$ cat config.mk
export PLATFORM = sky130hd
export DESIGN_NAME = char_display_instruction_decoder
export DESIGN_NICKNAME = d
export VERILOG_FILES = /design/src/char_display_instruction_decoder.v
export VERILOG_INCLUDE_DIRS = /design/src /design/src/src
export SDC_FILE = /design/constraint.sdc
export NUM_CORES = 2
export LEC_CHECK = 0
export ABC_AREA = 1
export BUFFER_PORTS_ARGS = -buffer_cell sky130_fd_sc_hd__clkbuf_2
export CORE_AREA = 2 2 386 388
export CTS_CLUSTER_SIZE = 40
export DETAILED_ROUTE_END_ITERATION = 7
export DIE_AREA = 0 0 388 390
export PLACE_DENSITY = 0.65
export SYNTH_ARGS = -nofsm -noshare
export SYNTH_HDL_FRONTEND = slang
export SYNTH_SLANG_ARGS = --single-unit
$ cat constraint.sdc
create_clock -name sys_clk_in -period 8.4 [get_ports sys_clk_in]
set_clock_uncertainty 0.1 [all_clocks]
set_input_delay 0.42 -clock sys_clk_in [delete_from_list [all_inputs] [get_ports sys_clk_in]]
set_output_delay 0.42 -clock sys_clk_in [all_outputs]
set_load 0.02 [all_outputs]
$ cat src/char_display_defines.vh
// constants for the character display instruction decoder
`ifndef CHAR_DISPLAY_DEFINES_VH
`define CHAR_DISPLAY_DEFINES_VH
`define CLK_HZ 40000000
`define CLEAR_TIME_US 6200
`define CLEAR_CYCLES ((`CLEAR_TIME_US * (`CLK_HZ / 1000000)))
`define TEXT_DEPTH 128
`define GLYPH_DEPTH 64
`define BIT_CLEAR 0
`define BIT_HOME 1
`define BIT_ENTRY 2
`define BIT_DISPLAY 3
`define BIT_SHIFT 4
`define BIT_FUNC 5
`define BIT_GLYPH 6
`define BIT_TEXT 7
`define BLANK_CHAR 8'h20
`define ZERO_ADDR 7'h00
`endif

$ cat src/char_display_instruction_decoder.v
// instruction decoder for a character display controller
// Functional notes
// - clear code blanks all text memory and zeroes position counter.
// - home code zeroes position counter and undoes display shift.
// - entry mode stores cursor direction and shift-on-access flag.
// - display control stores display on, cursor visible, blink.
// - shift code latches graphic mode from bit three; bit three clear moves cursor, set loads power from bit two; memory untouched.
// - function set latches width, lines, font, font table.
// - function set also always switches the internal power state on.
// - glyph address set loads six bits, selects glyph memory.
// - text address set loads seven bits, selects text memory.
// - status read returns busy on bit seven, counter below.
// - data write stores byte in the selected memory.
// - data read returns byte at current selected address.
// - while busy only status read is accepted.
// - each data access steps the position counter by one.
// - shift flag zero means no display shift on access.
`include "char_display_defines.vh"
module char_display_instruction_decoder #(
  parameter CLEAR_CYCLES = `CLEAR_CYCLES
) (
  input wire sys_clk_in,
  input wire rst_in,
  input wire clk_en_in,
  input wire strobe_in,
  input wire instr_data_select_in,
  input wire read_write_dir_in,
  input wire [7:0] data_in,
  output reg [7:0] data_out,
  output reg data_oe_out,
  output reg busy_indicator_out,
  output reg [6:0] position_counter_out,
  output reg [6:0] display_shift_out,
  output reg cursor_dir_out,
  output reg shift_on_access_out,
  output reg display_on_out,
  output reg cursor_on_out,
  output reg blink_on_out,
  output reg graphic_mode_out,
  output reg power_on_out,
  output reg bus_width_select_out,
  output reg two_lines_out,
  output reg font_out,
  output reg font_table_hi_out,
  output reg font_table_lo_out,
  output reg glyph_select_out
);
  localparam ST_IDLE = 3'b001;
  localparam ST_CLEAR = 3'b010;
  localparam ST_BUSY = 3'b100;
  reg [7:0] text_memory [0:`TEXT_DEPTH-1];
  reg [7:0] user_glyph_memory [0:`GLYPH_DEPTH-1];
  reg strobe_s1, strobe_s2, strobe_s3;
  reg rs_s1, rs_s2, rw_s1, rw_s2;
  reg [7:0] db_s1, db_s2;
  reg [2:0] state;
  reg [23:0] wait_count;
  reg nib_phase;
  reg [3:0] nib_hold;
  reg rd_second;
  reg [7:0] rd_byte;
  reg [7:0] cmd;
  reg [7:0] byte_val;
  reg byte_done;
  wire strobe_rise = strobe_s2 & ~strobe_s3;
  wire [6:0] step_addr = cursor_dir_out ? position_counter_out + 7'd1 :
    position_counter_out - 7'd1;
  wire [6:0] step_shift = cursor_dir_out ? display_shift_out + 7'd1 :
    display_shift_out - 7'd1;
  // clear count cut to the counter's width on purpose
  wire [31:0] clear_load = CLEAR_CYCLES - 1;
  wire [7:0] sel_byte = glyph_select_out ?
    user_glyph_memory[position_counter_out[5:0]] :
    text_memory[position_counter_out];
  wire [7:0] status_byte = {busy_indicator_out, position_counter_out};
  // narrow bus assembles a byte from two strobes on bits seven to four
  always @* begin
    byte_val = bus_width_select_out ? db_s2 : {nib_hold, db_s2[7:4]};
    byte_done = bus_width_select_out | nib_phase;
  end
  genvar gi;
  generate
    for (gi = 0; gi < `TEXT_DEPTH; gi = gi + 1) begin : g_text
      always @(posedge sys_clk_in) begin
        if (clk_en_in) begin
          if (state == ST_CLEAR) begin
            text_memory[gi] <= `BLANK_CHAR;
          end else if (state == ST_IDLE && strobe_rise && byte_done &&
              rs_s2 && !rw_s2 && !glyph_select_out &&
              position_counter_out == gi) begin
            text_memory[gi] <= byte_val;
          end
        end
      end
    end
  endgenerate
  always @(posedge sys_clk_in) begin
    if (clk_en_in && state == ST_IDLE && strobe_rise && byte_done &&
        rs_s2 && !rw_s2 && glyph_select_out) begin
      user_glyph_memory[position_counter_out[5:0]] <= byte_val;
    end
  end
  // pins come from the host's domain, so two flops before any use
  always @(posedge sys_clk_in) begin
    if (rst_in) begin
      strobe_s1 <= 1'b0;
      strobe_s2 <= 1'b0;
      strobe_s3 <= 1'b0;
      rs_s1 <= 1'b0;
      rs_s2 <= 1'b0;
      rw_s1 <= 1'b0;
      rw_s2 <= 1'b0;
      db_s1 <= 8'h00;
      db_s2 <= 8'h00;
    end else if (clk_en_in) begin
      strobe_s1 <= strobe_in;
      strobe_s2 <= strobe_s1;
      strobe_s3 <= strobe_s2;
      rs_s1 <= instr_data_select_in;
      rs_s2 <= rs_s1;
      rw_s1 <= read_write_dir_in;
      rw_s2 <= rw_s1;
      db_s1 <= data_in;
      db_s2 <= db_s1;
    end
  end
  always @(posedge sys_clk_in) begin
    if (rst_in) begin
      data_out <= 8'h00;
      data_oe_out <= 1'b0;
      busy_indicator_out <= 1'b0;
      position_counter_out <= `ZERO_ADDR;
      display_shift_out <= 7'h00;
      cursor_dir_out <= 1'b1;
      shift_on_access_out <= 1'b0;
      display_on_out <= 1'b0;
      cursor_on_out <= 1'b0;
      blink_on_out <= 1'b0;
      graphic_mode_out <= 1'b0;
      power_on_out <= 1'b0;
      bus_width_select_out <= 1'b1;
      two_lines_out <= 1'b0;
      font_out <= 1'b0;
      font_table_hi_out <= 1'b0;
      font_table_lo_out <= 1'b0;
      glyph_select_out <= 1'b0;
      state <= ST_IDLE;
      wait_count <= 24'h000000;
      nib_phase <= 1'b0;
      nib_hold <= 4'h0;
      rd_second <= 1'b0;
      rd_byte <= 8'h00;
      cmd <= 8'h00;
    end else if (clk_en_in) begin
      case (state)
        ST_CLEAR: begin
          if (wait_count == 24'h000000) begin
            state <= ST_IDLE;
            busy_indicator_out <= 1'b0;
          end else begin
            wait_count <= wait_count - 24'h000001;
          end
        end
        ST_BUSY: begin
          state <= ST_IDLE;
          busy_indicator_out <= 1'b0;
        end
        ST_IDLE: begin
          if (strobe_rise && rw_s2) begin
            // reads: second half of a narrow read returns stored low nibble
            data_oe_out <= 1'b1;
            if (!bus_width_select_out && rd_second) begin
              data_out <= {rd_byte[3:0], 4'h0};
              rd_second <= 1'b0;
            end else begin
              rd_byte <= rs_s2 ? sel_byte : status_byte;
              data_out <= rs_s2 ? sel_byte : status_byte;
              rd_second <= ~bus_width_select_out;
              if (rs_s2) begin
                position_counter_out <= step_addr;
                if (shift_on_access_out) begin
                  display_shift_out <= step_shift;
                end
                busy_indicator_out <= 1'b1;
                state <= ST_BUSY;
              end
            end
          end else if (strobe_rise && !rw_s2) begin
            data_oe_out <= 1'b0;
            nib_hold <= db_s2[7:4];
            nib_phase <= ~bus_width_select_out & ~nib_phase;
            if (byte_done && rs_s2) begin
              position_counter_out <= step_addr;
              if (shift_on_access_out) begin
                display_shift_out <= step_shift;
              end
              busy_indicator_out <= 1'b1;
              state <= ST_BUSY;
            end else if (byte_done) begin
              busy_indicator_out <= 1'b1;
              state <= ST_BUSY;
              cmd <= byte_val;
              if (byte_val[`BIT_TEXT]) begin
                position_counter_out <= byte_val[6:0];
                glyph_select_out <= 1'b0;
              end else if (byte_val[`BIT_GLYPH]) begin
                position_counter_out <= {1'b0, byte_val[5:0]};
                glyph_select_out <= 1'b1;
              end else if (byte_val[`BIT_FUNC]) begin
                bus_width_select_out <= byte_val[4];
                two_lines_out <= byte_val[3];
                font_out <= byte_val[2];
                font_table_hi_out <= byte_val[1];
                font_table_lo_out <= byte_val[0];
                power_on_out <= 1'b1;
              end else if (byte_val[`BIT_SHIFT]) begin
                graphic_mode_out <= byte_val[3];
                if (!byte_val[3]) begin
                  // cursor moves only; right steps up
                  position_counter_out <= byte_val[2] ?
                    position_counter_out + 7'd1 :
                    position_counter_out - 7'd1;
                end else begin
                  power_on_out <= byte_val[2];
                end
              end else if (byte_val[`BIT_DISPLAY]) begin
                display_on_out <= byte_val[2];
                cursor_on_out <= byte_val[1];
                blink_on_out <= byte_val[0];
              end else if (byte_val[`BIT_ENTRY]) begin
                cursor_dir_out <= byte_val[1];
                shift_on_access_out <= byte_val[0];
              end else if (byte_val[`BIT_HOME]) begin
                position_counter_out <= `ZERO_ADDR;
                display_shift_out <= 7'h00;
                glyph_select_out <= 1'b0;
              end else if (byte_val[`BIT_CLEAR]) begin
                position_counter_out <= `ZERO_ADDR;
                display_shift_out <= 7'h00;
                glyph_select_out <= 1'b0;
                wait_count <= clear_load[23:0];
                state <= ST_CLEAR;
              end
            end
          end
        end
        default: begin
          state <= ST_IDLE;
          busy_indicator_out <= 1'b0;
        end
      endcase
      // only status reads get through while busy, others are lost;
      // narrow mode gets the whole status byte on every strobe here
      if (state != ST_IDLE && strobe_rise && rw_s2 && !rs_s2) begin
        data_oe_out <= 1'b1;
        data_out <= status_byte;
      end
    end
  end
endmodule // char_display_instruction_decoder
==> impl_metrics.json <==
{
  "drt-pass1-iter-count": 6,
  "synthFlopType": "edfxtp_1",
  "seq_area_frac_synth": 0.659,
  "start_util": 0.497,
  "path_clk_slew_ns": 0.06,
  "syn_nets": 7462,
  "ys_types": 48,
  "drtAntennaViolNets": 0,
  "syn_avg_cell_area_um2": 9.84,
  "dr.max_layer_used": "met5",
  "grt-ovfl-total": 0,
  "grt_pass1_wl_mm": 311,
  "finalCriticalPeriod_ns": 4.77,
  "root_buffer": "clkbuf_16",
  "setup_tns_ns": 0,
  "dieArea_um2": 151000,
  "rsz0062_at_grt": "no",
  "die_h_um": 390,
  "antenna_found_initial": 3,
  "holdBufCountCts": 11,
  "vias": 54500,
  "core_um2": 147000,
  "clk_latency_ns": 0.81,
  "die_w_um": 388,
  "nNetsFinal": 7248,
  "p_leak_uw": 0.0283,
  "hold_class": "input port to flop",
  "startpoint_type": "flop",
  "yosys-top-cells-area": "edfxtp_1, nand2_1, nor2_1, nand3_1, o21ai_0",
  "wl_mm": 207,
  "wl_per_cell_um": 22.3,
  "ctsLongestPathBuffers": 3,
  "setup_violations": 0,
  "post-cts-setup-buffers": 0,
  "first_iter_violations": 7173,
  "synthCells": 7435,
  "ys_ff_latch": 1640,
  "synth_area_um2": 73100,
  "status": "finished, final reports clean",
  "cts.sinks": 1640,
  "fin_crit_sh": 0.567,
  "fmax_mhz": 210,
  "rows": 141,
  "hold_viol": 0,
  "worstMarginPinSlew_ns": 1.20,
  "wl_met3_mm": 22.0,
  "syn2layout_area_growth_pct": 8.62,
  "hold_ws_ns": 0.0946,
  "ioPinCount": 51,
  "ir_worst_vdd_mv": 0.221,
  "relSlewSlack": 0.197,
  "yosysWarnings": 0,
  "worst_ep_required_time_ns": 9.03,
  "globalplace.congestion": 0.913,
  "arrival_ns": 5.40,
  "power_density_nw_per_um2": 217,
  "cts_resized": 0,
  "report.final.slew_viol_count": 0,
  "routed-wl-met2_mm": 93.1,
  "crit_type": "flop to flop",
  "yosys.area.top_type": "edfxtp_1",
  "synth_top_area_share": 0.631,
  "htree_levels": 4,
  "grtUsageTotal": 0.268,
  "routed_via_density": 5.88,
  "hpwl_mm": 119,
  "cts_buffers": 166,
  "cts_tree": "built",
  "port_buffers": 50,
  "drc_errors": 0,
  "synth_edf_count": 1536,
  "grt_pass1_vias": 51500,
  "grt_max_degree": 217,
  "crit_path_end_kind": "flop",
  "drive_gt1_frac": 0.0582,
  "antenna_cells": 0,
  "ys_async_sr_fraction": 0,
  "maxCapViolations": 0,
  "wirelength_met1_mm": 84.1,
  "critPathMaxFanout": 168
}
cell type report:
| type | instances | area (um2) |
|---|---|---|
| fillers | 13000 | 67700 |
| flip-flops and latches | 1640 | 48200 |
| multi-input cells | 4986 | 21500 |
| clock buffers | 224 | 4530 |
| well taps | 1930 | 2410 |
| inverters | 308 | 1210 |
| repair buffers | 119 | 883 |
| clock inverters | 75 | 664 |
metrics by stage:
stage          worst slack, ns  area [um2]  total power (uW)  instances  utilization
2_1_floorplan             5.24       73100              9810       7435            -
3_3_place_gp              3.87       74100             10200       8972        0.504
3_5_place_dp              3.82       74100             10200       8972        0.504
4_1_cts                   3.77       79400             17300       9282        0.540
5_1_grt                   3.41       79400             17700       9282        0.540
6_report                  3.63       79400             17300       9282        0.540
placed cells by master (no fill, tap or decap), types with 9 or more instances in the layout:
cell	synthesis	final
xor2_1	16	16
o21ai_1	15	14
dlygate4sd3_1	0	11
xnor2_1	9	9
bufinv_16	0	10
o22ai_1	166	166
buf_4	32	51
clkbuf_8	0	9
inv_2	52	53
clkinv_1	8	35
nor3_1	21	20
clkbuf_1	259	46
clkbuf_2	3	50
clkinv_2	0	20
edfxtp_1	1536	1536
nand3_1	870	870
o21ai_0	431	430
clkbuf_16	0	169
nor2_1	1569	1569
ha_1	12	12
inv_1	246	237
nand2_1	1698	1696
a21oi_1	109	109
dfxtp_1	104	99
inv_6	1	16
flip-flops by register name, summed over array words and instances (netlist names), 3 cells and up, named ones only:
| name | cells |
|---|---|
| text_memory | 1024 |
| user_glyph_memory | 512 |
| wait_count | 24 |
| data_out | 8 |
| db_s1 | 8 |
| db_s2 | 8 |
| display_shift_out | 7 |
| position_counter_out | 7 |
| nib_hold | 4 |
| rd_byte | 4 |
| state | 3 |
worst max-delay path, cell delays in order (launching register included):
cell and delay, ns:
dfxtp_4 0.82, buf_4 0.84, buf_12 0.58, o21ai_0 0.19
o22ai_1 0.20, o21ai_0 0.09, o21ai_0 0.57, nand3_1 0.33
nand3_1 0.17, nand2_1 0.15, nand2_1 0.10, nand2_1 0.09
nand2_1 0.08, nand2_1 0.07, a21oi_1 0.14
cell families (layout without fill, tap and decap cells):
logic type	after synthesis	after routing	share of synthesized area
compound gates	759	759	0.0563
xor+xnor	25	25	0.00299
fa+ha+maj	13	13	0.00233
buf+inv	809	726	0.0474
flops	1640	1640	0.659
simple gates	4189	4189	0.232
Yosys cell counts (3+ instances only):
library cell / count
nand2_1: 1698
nor2_1: 1569
edfxtp_1: 1536
nand3_1: 870
o21ai_0: 431
clkbuf_1: 259
inv_1: 246
o22ai_1: 166
buf_2: 130
a21oi_1: 109
dfxtp_1: 104
buf_1: 59
inv_2: 52
buf_4: 32
nor3_1: 21
buf_6: 18
xor2_1: 16
o21ai_1: 15
ha_1: 12
xnor2_1: 9
a211oi_1: 8
a31oi_1: 8
clkinv_1: 8
nand4_1: 7
o211ai_1: 7
nor4_1: 6
nor2_4: 4
a221oi_1: 3
clkbuf_2: 3
nor2_2: 3
nor3_2: 3
o221ai_1: 3
per-layer routing:
metal  track usage  up-vias
met4         0.100        4
met1         0.377    26400
met5             0        -
met2         0.413     2919
met3        0.0553      408
li1              -    24800
where the power goes:
| part | internal [uW] | leakage (uW) | switching [uW] |
|---|---|---|---|
| sequential | 8870 | 0.0153 | 37.3 |
| combinational | 265 | 0.0104 | 900 |
| clock | 4080 | 0.00252 | 3110 |
final timing paths:
check	from	endpoint	slack [ns]	cells past startpoint
min reg2reg	font_table_hi_out	font_table_hi_out	0.35	2
min	rst_in	busy_indicator_out	0.09	3
max reg2reg	flop	data_out[1]	3.63	14
max	flop	data_out[1]	3.63	14
Power figures use the tool's default switching activity.
